File: src/verilog/iip_pkg.sv
// Package for the isolated input port: register offsets, field positions, timing constants and carriers.
// Assumes a single 200 MHz core clock and byte-wide register data on the card's local register window.
package iip_pkg;
   // Register offsets within the card window
   localparam logic [7:0] OFS_ACTIVATE = 8'h00;
   localparam logic [7:0] OFS_BRIDGE_SETUP = 8'h02;
   localparam logic [7:0] OFS_IRQ_GATE = 8'h05;
   localparam logic [7:0] OFS_LEVELS0 = 8'hc0;
   localparam logic [7:0] OFS_LEVELS1 = 8'hc4;
   localparam logic [7:0] OFS_LEVELS2 = 8'hc8;
   localparam logic [7:0] OFS_LEVELS3 = 8'hcc;
   localparam logic [7:0] OFS_DEBOUNCE = 8'hd0;
   localparam logic [7:0] OFS_FLAGS_LOW = 8'hd0;
   localparam logic [7:0] OFS_EDGE_CFG = 8'hd4;
   localparam logic [7:0] OFS_FLAGS_HIGH = 8'hd4;
   localparam logic [7:0] OFS_FLAGS_CLEAR = 8'hd8;
   // Write values and field positions
   localparam logic [7:0] GATE_OPEN_VAL = 8'h10;
   localparam logic [7:0] GATE_SHUT_VAL = 8'h00;
   localparam int ACTIVATE_BIT = 0;
   localparam int DEB_P0_LSB = 0;
   localparam int DEB_P1_LSB = 4;
   localparam int CFG_EN0_BIT = 0;
   localparam int CFG_EN1_BIT = 1;
   localparam int CFG_FALL0_BIT = 2;
   localparam int CFG_FALL1_BIT = 3;
   // Reset values
   localparam logic [2:0] DEB_FACTOR_RST = 3'h0;
   localparam logic [3:0] EDGE_CFG_RST = 4'h0;
   localparam logic [7:0] FLAGS_RST = 8'h00;
   // Timing: one debounce sample every 20 ms
   localparam int CLK_HZ = 200_000_000;
   localparam int SAMPLE_MS = 20;
   localparam int SAMPLE_CYCLES = (CLK_HZ / 1000) * SAMPLE_MS;

   // Host register access carrier
   typedef struct packed {
      logic rd;
      logic wr;
      logic [7:0] addr;
      logic [7:0] wdata;
   } iip_req_type;
endpackage

File: src/verilog/iip_sample_tick.sv
// Free-running divider that pulses once per debounce sample interval.
// Assumes core_clk and an asynchronous active-high reset.
`timescale 1ns/1ps
`default_nettype none
module iip_sample_tick
   import iip_pkg::*;
#(
   parameter int PERIOD = SAMPLE_CYCLES
)
(
   // Clock and reset
   input wire logic core_clk,
   input wire logic reset,
   // Sample pulse
   output logic tick
);
   typedef struct packed {
      logic [31:0] cnt;
      logic tick;
   } iip_tick_state_type;
   iip_tick_state_type st_r;
   iip_tick_state_type st_nxt;

   // Count down and pulse at wrap
   always_comb
   begin
      st_nxt = st_r;
      st_nxt.tick = 1'b0;
      if (st_r.cnt == 32'h0)
      begin
         st_nxt.cnt = 32'(PERIOD - 1);
         st_nxt.tick = 1'b1;
      end
      else
         st_nxt.cnt = st_r.cnt - 32'h1;
   end

   always_ff @(posedge core_clk or posedge reset)
   begin
      if (reset)
         st_r <= '0;
      else
         st_r <= st_nxt;
   end

   assign tick = st_r.tick;
endmodule
`default_nettype wire

File: src/verilog/iip_debounce.sv
// Debounce filter for one 8-bit port: accepts a level after a chosen count of equal samples.
// Assumes inputs already synchronised to core_clk and a sample pulse from the divider.
`timescale 1ns/1ps
`default_nettype none
module iip_debounce
   import iip_pkg::*;
#(
   parameter int WIDTH = 8
)
(
   // Clock and reset
   input wire logic core_clk,
   input wire logic reset,
   // Control
   input wire logic tick,
   input wire logic [2:0] factor,
   // Levels
   input wire logic [WIDTH-1:0] raw,
   output logic [WIDTH-1:0] filtered
);
   typedef struct packed {
      logic [WIDTH-1:0][2:0] run;
      logic [WIDTH-1:0] level;
   } iip_deb_state_type;
   iip_deb_state_type st_r;
   iip_deb_state_type st_nxt;

   // Per-channel run counter of samples that differ from the accepted level
   always_comb
   begin
      st_nxt = st_r;
      for (int i = 0; i < WIDTH; i++)
      begin
         if (factor == 3'h0)
         begin
            st_nxt.level[i] = raw[i];
            st_nxt.run[i] = 3'h0;
         end
         else if (tick)
         begin
            if (raw[i] == st_r.level[i])
               st_nxt.run[i] = 3'h0;
            else if (st_r.run[i] + 3'h1 >= factor)
            begin
               st_nxt.level[i] = raw[i];
               st_nxt.run[i] = 3'h0;
            end
            else
               st_nxt.run[i] = st_r.run[i] + 3'h1;
         end
      end
   end

   always_ff @(posedge core_clk or posedge reset)
   begin
      if (reset)
         st_r <= '0;
      else
         st_r <= st_nxt;
   end

   assign filtered = st_r.level;
endmodule
`default_nettype wire

File: src/verilog/iip_top.sv
// Isolated 32-channel input port with debounce on ports 0 and 1 and edge interrupt flags on channels 0-15.
// Assumes a byte register port from the PCI bridge, sampled on core_clk, and raw asynchronous input pins.
`timescale 1ns/1ps
`default_nettype none
module iip_top
   import iip_pkg::*;
#(
   parameter int SAMPLE_PERIOD = SAMPLE_CYCLES
)
(
   // Clock and reset
   input wire logic core_clk,
   input wire logic reset,
   // Register port from the bridge
   input wire iip_req_type req, // Offsets from the window base held at 14h in bridge_config_space
   output logic [7:0] rdata,
   output logic rvalid,
   // Field inputs
   input wire logic [31:0] isolated_input_n,
   // Status and interrupt
   output logic card_active,
   output logic inta_n
);
   typedef struct packed {
      logic [31:0] sync1;
      logic [31:0] sync2;
      logic active;
      logic gate;
      logic [2:0] deb0;
      logic [2:0] deb1;
      logic [3:0] cfg;
      logic [15:0] prev;
      logic prev_ok;
      logic [15:0] flags;
      logic [7:0] rdata;
      logic rvalid;
      logic inta_n;
   } iip_state_type;
   iip_state_type st_r;
   iip_state_type st_nxt;

   logic tick;
   logic [7:0] filt0;
   logic [7:0] filt1;
   logic [31:0] levels;
   logic [15:0] rise;
   logic [15:0] fall;
   logic [15:0] hit;
   logic wr_clear;

   // Select byte from the current levels for a port read
   function automatic logic [7:0] port_byte(input logic [31:0] lv, input logic [7:0] a);
      logic [7:0] r;
      r = 8'h00;
      unique case (a)
         OFS_LEVELS0: r = lv[7:0];
         OFS_LEVELS1: r = lv[15:8];
         OFS_LEVELS2: r = lv[23:16];
         OFS_LEVELS3: r = lv[31:24];
         default: r = 8'h00;
      endcase
      return r;
   endfunction

   // 20 ms sample pulse shared by both filters
   iip_sample_tick #(.PERIOD(SAMPLE_PERIOD)) u_tick
   (
      .core_clk(core_clk),
      .reset(reset),
      .tick(tick)
   );

   // Filters on ports 0 and 1 only
   iip_debounce #(.WIDTH(8)) u_deb0
   (
      .core_clk(core_clk),
      .reset(reset),
      .tick(tick),
      .factor(st_r.deb0),
      .raw(st_r.sync2[7:0]),
      .filtered(filt0)
   );
   iip_debounce #(.WIDTH(8)) u_deb1
   (
      .core_clk(core_clk),
      .reset(reset),
      .tick(tick),
      .factor(st_r.deb1),
      .raw(st_r.sync2[15:8]),
      .filtered(filt1)
   );

   // Levels seen by software and by the edge_change_detector
   always_comb
   begin
      levels[7:0] = (st_r.deb0 != 3'h0) ? filt0 : st_r.sync2[7:0];
      levels[15:8] = (st_r.deb1 != 3'h0) ? filt1 : st_r.sync2[15:8];
      levels[31:16] = st_r.sync2[31:16];
   end

   // Edge_change_detector on channels 0-15 only
   always_comb
   begin
      rise = levels[15:0] & ~st_r.prev;
      fall = ~levels[15:0] & st_r.prev;
      hit[7:0] = st_r.cfg[CFG_FALL0_BIT] ? fall[7:0] : rise[7:0];
      hit[15:8] = st_r.cfg[CFG_FALL1_BIT] ? fall[15:8] : rise[15:8];
      if (!st_r.prev_ok || !st_r.active)
         hit = 16'h0000;
   end

   assign wr_clear = req.wr && (req.addr == OFS_FLAGS_CLEAR);

   // Register decode, flag update and interrupt line
   always_comb
   begin
      st_nxt = st_r;
      st_nxt.sync1 = isolated_input_n;
      st_nxt.sync2 = st_r.sync1;
      st_nxt.prev = levels[15:0];
      st_nxt.prev_ok = 1'b1;
      st_nxt.rvalid = 1'b0;
      if (req.wr)
      begin
         unique case (req.addr)
            OFS_ACTIVATE:
               if (req.wdata[ACTIVATE_BIT])
                  st_nxt.active = 1'b1;
            OFS_IRQ_GATE:
               if (req.wdata == GATE_OPEN_VAL)
                  st_nxt.gate = 1'b1;
               else if (req.wdata == GATE_SHUT_VAL)
                  st_nxt.gate = 1'b0;
            OFS_DEBOUNCE:
            begin
               st_nxt.deb0 = req.wdata[DEB_P0_LSB +: 3];
               st_nxt.deb1 = req.wdata[DEB_P1_LSB +: 3];
            end
            OFS_EDGE_CFG: st_nxt.cfg = req.wdata[3:0];
            default: ;
         endcase
      end
      // Clear first, then new events win
      if (wr_clear)
         st_nxt.flags = FLAGS_RST;
      st_nxt.flags = st_nxt.flags | hit;
      if (req.rd)
      begin
         st_nxt.rvalid = 1'b1;
         unique case (req.addr)
            OFS_FLAGS_LOW: st_nxt.rdata = st_r.flags[7:0];
            OFS_FLAGS_HIGH: st_nxt.rdata = st_r.flags[15:8];
            default: st_nxt.rdata = port_byte(levels, req.addr);
         endcase
      end
      st_nxt.inta_n = !(st_r.gate && st_r.active &&
         ((|st_r.flags[7:0] && st_r.cfg[CFG_EN0_BIT]) ||
          (|st_r.flags[15:8] && st_r.cfg[CFG_EN1_BIT])));
   end

   always_ff @(posedge core_clk or posedge reset)
   begin
      if (reset)
      begin
         st_r <= '0;
         st_r.deb0 <= DEB_FACTOR_RST;
         st_r.deb1 <= DEB_FACTOR_RST;
         st_r.cfg <= EDGE_CFG_RST;
         st_r.inta_n <= 1'b1;
      end
      else
         st_r <= st_nxt;
   end

   // Outputs straight from flops; byte wide data covers the meaningful low byte
   assign rdata = st_r.rdata;
   assign rvalid = st_r.rvalid;
   assign card_active = st_r.active;
   assign inta_n = st_r.inta_n;

   // Assertions
   property p_flag_sticks;
      @(posedge core_clk) disable iff (reset)
      (st_r.flags[0] && !wr_clear) |=> st_r.flags[0];
   endproperty
   a_flag_sticks: assert property (p_flag_sticks) else $error("flag lost");

   property p_clear;
      @(posedge core_clk) disable iff (reset)
      (wr_clear && hit == 16'h0) |=> (st_r.flags == 16'h0);
   endproperty
   a_clear: assert property (p_clear) else $error("clear failed");

   property p_inactive_quiet;
      @(posedge core_clk) disable iff (reset)
      !st_r.active |=> inta_n;
   endproperty
   a_inactive_quiet: assert property (p_inactive_quiet) else $error("irq while inactive");

   property p_gate_shut;
      @(posedge core_clk) disable iff (reset)
      !st_r.gate |=> inta_n;
   endproperty
   a_gate_shut: assert property (p_gate_shut) else $error("irq with gate shut");

   property p_irq_on;
      @(posedge core_clk) disable iff (reset)
      (st_r.gate && st_r.active && st_r.cfg[0] && st_r.flags[0]) |=> !inta_n;
   endproperty
   a_irq_on: assert property (p_irq_on) else $error("irq missing");

   property p_read_flags;
      @(posedge core_clk) disable iff (reset)
      (req.rd && req.addr == OFS_FLAGS_HIGH) |=> (rvalid && rdata == $past(st_r.flags[15:8]));
   endproperty
   a_read_flags: assert property (p_read_flags) else $error("flag read wrong");

   property p_read_port2;
      @(posedge core_clk) disable iff (reset)
      (req.rd && req.addr == OFS_LEVELS2) |=> (rdata == $past(st_r.sync2[23:16]));
   endproperty
   a_read_port2: assert property (p_read_port2) else $error("port read wrong");

   property p_rise;
      @(posedge core_clk) disable iff (reset)
      (st_r.active && st_r.prev_ok && !st_r.cfg[2] && !st_r.prev[0] && levels[0]) |=> st_r.flags[0];
   endproperty
   a_rise: assert property (p_rise) else $error("rising edge missed");

   property p_raw_pass;
      @(posedge core_clk) disable iff (reset)
      (req.rd && req.addr == OFS_LEVELS0 && st_r.deb0 == 3'h0) |=> (rdata == $past(st_r.sync2[7:0]));
   endproperty
   a_raw_pass: assert property (p_raw_pass) else $error("raw pass broken");

   property p_fall;
      @(posedge core_clk) disable iff (reset)
      (st_r.active && st_r.prev_ok && st_r.cfg[CFG_FALL0_BIT] && st_r.prev[0] && !levels[0]) |=> st_r.flags[0];
   endproperty
   a_fall: assert property (p_fall) else $error("falling edge missed");

   property p_fall_ignores_rise;
      @(posedge core_clk) disable iff (reset)
      (st_r.cfg[CFG_FALL0_BIT] && !st_r.flags[0] && !st_r.prev[0] && levels[0]) |=> !st_r.flags[0];
   endproperty
   a_fall_ignores_rise: assert property (p_fall_ignores_rise) else $error("rise flagged in falling mode");

   property p_inactive_no_flag;
      @(posedge core_clk) disable iff (reset)
      (!st_r.active && st_r.flags == 16'h0000) |=> (st_r.flags == 16'h0000);
   endproperty
   a_inactive_no_flag: assert property (p_inactive_no_flag) else $error("flag set while inactive");

   property p_read_low;
      @(posedge core_clk) disable iff (reset)
      (req.rd && req.addr == OFS_FLAGS_LOW) |=> (rvalid && rdata == $past(st_r.flags[7:0]));
   endproperty
   a_read_low: assert property (p_read_low) else $error("low flag read wrong");

   property p_read_port3;
      @(posedge core_clk) disable iff (reset)
      (req.rd && req.addr == OFS_LEVELS3) |=> (rdata == $past(st_r.sync2[31:24]));
   endproperty
   a_read_port3: assert property (p_read_port3) else $error("port 3 read wrong");

   property p_rvalid_pulse;
      @(posedge core_clk) disable iff (reset)
      !req.rd |=> !rvalid;
   endproperty
   a_rvalid_pulse: assert property (p_rvalid_pulse) else $error("read answer without request");

   property p_activate;
      @(posedge core_clk) disable iff (reset)
      (req.wr && req.addr == OFS_ACTIVATE && req.wdata[ACTIVATE_BIT]) |=> card_active;
   endproperty
   a_activate: assert property (p_activate) else $error("activate write lost");

   property p_active_holds;
      @(posedge core_clk) disable iff (reset)
      card_active |=> card_active;
   endproperty
   a_active_holds: assert property (p_active_holds) else $error("card dropped out of active");

   property p_gate_open;
      @(posedge core_clk) disable iff (reset)
      (req.wr && req.addr == OFS_IRQ_GATE && req.wdata == GATE_OPEN_VAL) |=> st_r.gate;
   endproperty
   a_gate_open: assert property (p_gate_open) else $error("gate did not open");

   property p_gate_close;
      @(posedge core_clk) disable iff (reset)
      (req.wr && req.addr == OFS_IRQ_GATE && req.wdata == GATE_SHUT_VAL) |=> !st_r.gate;
   endproperty
   a_gate_close: assert property (p_gate_close) else $error("gate did not close");

   property p_port1_irq;
      @(posedge core_clk) disable iff (reset)
      (st_r.gate && st_r.active && st_r.cfg[CFG_EN1_BIT] && (|st_r.flags[15:8])) |=> !inta_n;
   endproperty
   a_port1_irq: assert property (p_port1_irq) else $error("port 1 irq missing");

   property p_ports_off;
      @(posedge core_clk) disable iff (reset)
      (!st_r.cfg[CFG_EN0_BIT] && !st_r.cfg[CFG_EN1_BIT]) |=> inta_n;
   endproperty
   a_ports_off: assert property (p_ports_off) else $error("irq with both ports disabled");

   property p_deb_cfg;
      @(posedge core_clk) disable iff (reset)
      (req.wr && req.addr == OFS_DEBOUNCE) |=>
         (st_r.deb0 == $past(req.wdata[2:0]) && st_r.deb1 == $past(req.wdata[6:4]));
   endproperty
   a_deb_cfg: assert property (p_deb_cfg) else $error("debounce factors wrong");

   property p_hold_level;
      @(posedge core_clk) disable iff (reset)
      (st_r.deb0 != 3'h0 && !tick) |=> (filt0 == $past(filt0));
   endproperty
   a_hold_level: assert property (p_hold_level) else $error("filtered level moved off a sample");

   property p_raw_follow;
      @(posedge core_clk) disable iff (reset)
      (st_r.deb0 == 3'h0) |=> (filt0 == $past(st_r.sync2[7:0]));
   endproperty
   a_raw_follow: assert property (p_raw_follow) else $error("unfiltered port lags raw level");

   property p_read_filtered;
      @(posedge core_clk) disable iff (reset)
      (req.rd && req.addr == OFS_LEVELS0 && st_r.deb0 != 3'h0) |=> (rdata == $past(filt0));
   endproperty
   a_read_filtered: assert property (p_read_filtered) else $error("filtered read wrong");
endmodule
`default_nettype wire

File: config.mk
export PLATFORM = sky130hd
export DESIGN_NAME = iip_top
export DESIGN_NICKNAME = d
export VERILOG_FILES = /design/src/verilog/iip_pkg.sv /design/src/verilog/iip_sample_tick.sv /design/src/verilog/iip_debounce.sv /design/src/verilog/iip_top.sv
export SDC_FILE = /design/constraint.sdc
export NUM_CORES = 1
export LEC_CHECK = 0
export BUFFER_PORTS_ARGS = -buffer_cell sky130_fd_sc_hd__buf_2
export CORE_ASPECT_RATIO = 1.25
export CORE_MARGIN = 5
export CORE_UTILIZATION = 30
export DETAILED_ROUTE_END_ITERATION = 12
export SLEW_MARGIN = 20
export SYNTH_ARGS = -nofsm -noshare
export SYNTH_HDL_FRONTEND = slang
export SYNTH_SLANG_ARGS = --single-unit
File: constraint.sdc
create_clock -name core_clk -period 18.45 [get_ports core_clk]
set_input_delay 1.845 -clock core_clk [delete_from_list [all_inputs] [get_ports core_clk]]
set_output_delay 1.845 -clock core_clk [all_outputs]
set_load 0.05 [all_outputs]
==> results of run 1 <==
-- layout make-up --
type / count / area share
clock inverter: 10 / 0.009902
timing repair buffer: 68 / 0.03024
multi-input combinational: 615 / 0.3895
clock buffer: 33 / 0.05909
sequential: 216 / 0.4601
tap: 423 / 0.04504
inverter: 17 / 0.006175
-- cell families after synthesis --
group                    Yosys count  synth area share
buffers and inverters             47           0.02184
AO/OA/AOI/OAI                    163            0.1136
other                              1         0.0003678
flip-flops                       216            0.5302
adder cells (fa/ha/maj)           65           0.07976
XOR/XNOR                          44           0.03780
multiplexers                      60           0.06577
AND/OR/NAND/NOR                  282            0.1506
-- power by group through the flow --
stage               sequential [mW]  clock [mW]  combinational (mW)
finish                        0.517       0.485              0.0881
global route                  0.519       0.519              0.0993
CTS                           0.517       0.500              0.0902
detailed placement            0.525           0              0.0901
global placement              0.524           0              0.0883
floorplan                     0.518           0              0.0652
-- cell usage in the layout (no fill, tap or decap), drive strengths merged, types with 6 or more instances in the layout --
cell       n
a22o      16
nor3      14
nand2     88
a32o       8
nor4      14
or2        6
a22oi     12
o22a       8
xor2      19
clkbuf    33
nor2b     11
a2111oi   15
clkinv     7
ha        65
o21bai    11
or3        7
nand3     19
a21oi     26
o21ai     33
dfrtp    215
nand3b    23
nor2      47
buf       68
a21o      21
inv       16
xnor2     25
or4       12
mux2      56
nand2b    21
o2111ai    6
-- synth_stat cells (19+ instances only) --
master / n
nand2_1: 87
xnor2_1: 25
mux2_2: 56
a21oi_1: 26
nor2_1: 46
ha_1: 65
dfrtp_1: 215
nand3b_1: 23
nand2b_1: 21
o21ai_0: 31
a21o_1: 21
nand3_1: 19
xor2_1: 19
-- flip-flops by register name, indices dropped and copies added (netlist names) --
| name | cells |
|---|---|
| u_tick.st_r | 32 |
| u_deb0.filtered | 8 |
| st_r | 60 |
| card_active | 1 |
| levels | 16 |
| rdata | 8 |
| rvalid | 1 |
| u_tick.tick | 1 |
| inta_n | 1 |
| u_deb0.st_r | 24 |
| u_deb1.st_r | 24 |
| st_nxt | 32 |
| u_deb1.filtered | 8 |
-- worst min path at each step --
stage                                    start              endpoint  slack (ps)  depth (start not counted)
after detailed placement  st_nxt[86]$_DFF_PP0_  levels[31]$_DFF_PP0_         330                          0
after CTS                 st_nxt[69]$_DFF_PP0_    st_r[69]$_DFF_PP0_         330                          0
final                     st_nxt[69]$_DFF_PP0_    st_r[69]$_DFF_PP0_         330                          0
after global routing      st_nxt[69]$_DFF_PP0_    st_r[69]$_DFF_PP0_         350                          0
after floorplan           st_nxt[71]$_DFF_PP0_  levels[16]$_DFF_PP0_         330                          0
after global placement    st_nxt[74]$_DFF_PP0_  levels[19]$_DFF_PP0_         330                          0
-- layer usage --
metal / share of wire / wire length [µm]
met1: 0.43 / 9666
met2: 0.50 / 11190
met3: 0.043 / 975
met4: 0.026 / 586
met5: 0.00062 / 14
==> results.yml, run 1 <==
global_routing:
  antenna_found_initial: 2
  grt-busiest-layer: "met2"
  use_met3: 0.02388
  grt_start_max_net_pins: 96
  met2_usage: 0.2046
  grt_pass1_wl_um: 36790
  grt_overflow: 0
  groute.usage.overall: 0.1188
  grt_pass1_vias: 6987
  grt_use_met1: 0.1493
finish:
  syn_to_final_growth_pct: 15.25
  nFillCells: 3322
  final_util: 0.3498
  drive_gt1_frac: 0.1929
  fin_area_um2: 11750
  finalNonFillerCells: 1382
  seq_area_um2: 5406
  fin_nets: 1059
  multi_input_area_um2: 4577
  antenna_cells: 0
routing:
  post-route-drc-count: 0
  dr.pass1.iters: 6
  route.vias.total: 6865
  finalWirelength_um: 22430
  wl_per_cell_um: 16.23
  antenna_left: 0
  dr.first_iter.drc_count: 234
  vias_per_cell: 4.967
worst_setup_path:
  end_kind: "output pin"
  timing.rr.start: "st_r[50]$_DFFE_PP0P_"
  cp.depth: 1
  start_kind: "flip-flop"
  crit_buf_inv: 1
  reg2reg_slack_ps: 15880
  worstPathCellList: "buf_2"
  worstSetupStartpoint: "card_active$_DFFE_PP0P_"
  endpoint: "card_active"
  timing.rr.end: "u_deb0.st_r[14]$_DFFE_PP0P_"
  crit_family: "flip-flops"
  cp_slowest_cell: "dfrtp_1"
  path_class: "reg -> out"
  crit_path_max_incr_delay_ps: 650
  rr_worst_depth: 5
  crit_required_ps: 16600
  crit_path_max_fanout: 12
  cp.arrival_ps: 1560
sta:
  slew_headroom: 0.2897
  tightest_slew_ps: 1064
  skew_ps: 30.81
  slew_violations: 0
  fmax_ghz: 0.2935
  post-route-period-util: 0.1846
  rsz0062_at_grt: "no"
  setup_violations: 0
  setup_slack_ps: 15040
  tns_ps: 0
  period_needed_ps: 3407
  hold_viol: 0
  hold_ws_ps: 330.6
synthesis:
  synth_top_area_cell: "dfrtp_1"
  synth_area_leaders: "dfrtp_1 (53%), ha_1 (8.0%), mux2_2 (6.2%)"
  synth-edff-count: 0
  ys_ff_latch: 216
  ys_seq_area_frac: 0.5302
  synthFlopType: "dfrtp_1"
  synth_nets: 995
  ys_warn_count: 0
  syn-instance-count: 878
  synth_top_area_frac: 0.5277
  avgSynthCellArea_um2: 11.61
  syn_area_um2: 10200
  synth_async_sr_flop_share: 1.000
  yosys.cell_types.count: 57
placed_design:
  place_hpwl_um: 16130
  postPlaceCellArea_um2: 10940
  io_buffers: 62
  gp_congestion: 0.8254
  placedCellCount: 1339
  pre_cts_ws_ps: 14610
clocking:
  cts-root-buf: "clkbuf_16"
  post_cts_buffers: 0
  cts.repair.resized: 0
  cts_tree: "built"
  clk_pin_slew_ps: 60
  ctsHoldBuffers: 0
  cts_buffers: 24
  cts.htree.levels: 1
  clock_latency_ps: 540
  cts_sinks: 216
  clock_path_buffers: 3
pwr:
  p_leak_nw: 5.428
  power_switching_mw: 0.2652
  p_per_area_nw_per_um2: 92.75
  power.internal_mw: 0.8247
  p_seq_frac: 0.474
  p_sw_frac: 0.2433
  p_total_mw: 1.090
  comb_power_share: 0.081
  peakVddDrop_mv: 0.07334
  pwr-share-clk: 0.445
hold_path:
  hold_class: "reg -> reg"
floorplanning:
  die_w_um: 174.9
  rows: 75
  io_pins: 63
  die_h_um: 216.1
  core_um2: 33590
  die-area_um2: 37800
  start_util: 0.3035
run_status:
  outcome: "completed"
job:
  cap_violations: 0
Power figures use the tool's default switching activity.
==> run 2, diff against run 1 <==
==> constraint.sdc (replaced) <==
create_clock -name core_clk -period 3.4 [get_ports core_clk]
set_input_delay 0.34 -clock core_clk [delete_from_list [all_inputs] [get_ports core_clk]]
set_output_delay 0.34 -clock core_clk [all_outputs]
set_load 0.05 [all_outputs]
==> results.yml, run 2 (synthesis results as in run 1) <==
run_status:
  outcome: "completed"
global_routing:
  grt_use_met1: 0.1519
  grt_overflow: 0
  met2_usage: 0.2073
  grt_start_max_net_pins: 98
  grt_pass1_vias: 7087
  groute.usage.overall: 0.1205
  use_met3: 0.02039
  grt-busiest-layer: "met2"
  antenna_found_initial: 3
  grt_pass1_wl_um: 37400
hold_path:
  min_from: "req[6]"
  hold_class: "in -> reg"
  worstHoldPathCells: 2
worst_setup_path:
  cp.depth: 5
  cp.arrival_ps: 2970
  timing.rr.start: "st_r[50]$_DFFE_PP0P_"
  crit_required_ps: 3850
  crit_family: "compound AO/OA/AOI/OAI gates"
  crit_buf_inv: 0
  worstPathCellList: "ha_1 -> nand2b_1 -> a21o_1 -> a2111oi_0 -> mux2_2"
  crit_path_max_fanout: 10
  worstSetupStartpoint: "st_r[50]$_DFFE_PP0P_"
  cp_slowest_cell: "a2111oi_0"
  crit_path_max_incr_delay_ps: 930
  start_kind: "flip-flop"
  end_kind: "flip-flop"
  rr_worst_depth: 5
  path_class: "reg -> reg"
clocking:
  clk_pin_slew_ps: 60
  cts_buffers: 24
  clock_latency_ps: 530
  cts.repair.resized: 0
  post_cts_buffers: 0
  cts_tree: "built"
  clock_path_buffers: 3
  cts-root-buf: "clkbuf_16"
  cts.htree.levels: 1
  cts_sinks: 216
floorplanning:
  die-area_um2: 37800
  die_w_um: 174.9
  core_um2: 33590
  start_util: 0.3035
  die_h_um: 216.1
  io_pins: 63
  rows: 75
finish:
  multi_input_area_um2: 4576
  final_util: 0.3613
  seq_area_um2: 5406
  layout_commonest_cell: "dfrtp_1"
  final_cell_mix: "dfrtp_1 (215), nand2_1 (87), ha_1 (65), buf_2 (62), mux2_2 (56)"
  regMostFlops: "st_r"
  nFillCells: 3270
  largest_register_ffs: 60
  syn_to_final_growth_pct: 19.03
  drive_gt1_frac: 0.1871
  fin_nets: 1093
pwr:
  p_per_area_nw_per_um2: 495.5
  p_leak_nw: 5.572
  peakVddDrop_mv: 0.4001
sta:
  tns_ps: 0
  tightest_slew_ps: 1051
  slew_headroom: 0.2813
  setup_violations: 0
  post-route-period-util: 0.7429
  rsz0062_at_grt: "no"
  skew_ps: 29.09
  period_needed_ps: 2526
  fmax_ghz: 0.3959
  slew_violations: 0
  hold_viol: 0
routing:
  dr.pass1.iters: 4
  route.vias.total: 6902
  post-route-drc-count: 0
  dr.first_iter.drc_count: 394
  vias_per_cell: 4.861
  finalWirelength_um: 22380
  wl_per_cell_um: 15.76
  antenna_left: 0
placed_design:
  gp_congestion: 0.8212
  place_hpwl_um: 15870
  io_buffers: 62
job:
  cap_violations: 0
-- run 2: cell count changes in the layout (fill, tap and decap cells not counted), sizes merged --
| cell | change |
|---|---|
| dlygate4sd3 | +33 |
| clkinvlp | +3 |
| diode | +3 |
| clkinv | -2 |
| buf | +1 |
| bufinv | +1 |
| clkbuf | -1 |
-- run 2: repair_timing --
item                       4_1_cts  5_1_grt
hold buffers                    33        0
hold endpoints to repair        48        0
setup endpoints to repair        0        0
-- run 2: layer usage --
metal	routed length, µm	vias to the layer above
li1	-	3383
met1	10010	3375
met2	10820	96
met3	770	46
met4	762	2
met5	13	-
-- run 2: final timing paths --
path / endpoint / slack [ps]
max: u_deb0.st_r[20]$_DFFE_PP0P_ / 870
min: st_r[49]$_DFFE_PP0P_ / 70
max reg2reg: u_deb0.st_r[20]$_DFFE_PP0P_ / 870
min reg2reg: st_r[58]$_DFF_PP0_ / 350
max in group asynchronous: st_nxt[82]$_DFF_PP0_ / 2160
min in group asynchronous: st_nxt[56]$_DFF_PP0_ / 410
-- run 2: worst reg2reg max path, stage by stage, from the launching register on --
cell and delay [ps]:
dfrtp_1 610, ha_1 300, nand2b_1 130, a21o_1 180, a2111oi_0 930, mux2_2 300
-- run 2: per-stage QoR --
stage	power [mW]	setup slack [ps]	hold WS, ps	cells	cell area, µm²
2_1_floorplan	3.166	248.7	331.2	878	10200
3_3_place_gp	3.327	989.6	333.0	1340	10960
3_5_place_dp	3.338	880.7	334.7	1340	10960
4_1_cts	6.108	862.3	41.91	1417	12130
5_1_grt	6.274	734.6	62.58	1418	12130
6_report	6.013	874.1	67.23	1420	12140
-- run 2: report_power, final --
part / switching, mW / total (mW) / internal, mW / leakage, nW
sequential: 0.100 / 2.80 / 2.70 / 2.67
combinational: 0.287 / 0.513 / 0.225 / 2.51
clock: 1.08 / 2.70 / 1.62 / 0.395
-- run 2: area by class of cell --
cell class / count / share of cell area
multi-input cells: 615 / 0.3770
diodes: 3 / 0.0006186
inverters: 17 / 0.005670
well taps: 423 / 0.04361
repair buffers: 102 / 0.05918
clock inverters: 12 / 0.01320
flip-flops and latches: 216 / 0.4455
clock buffers: 32 / 0.05526
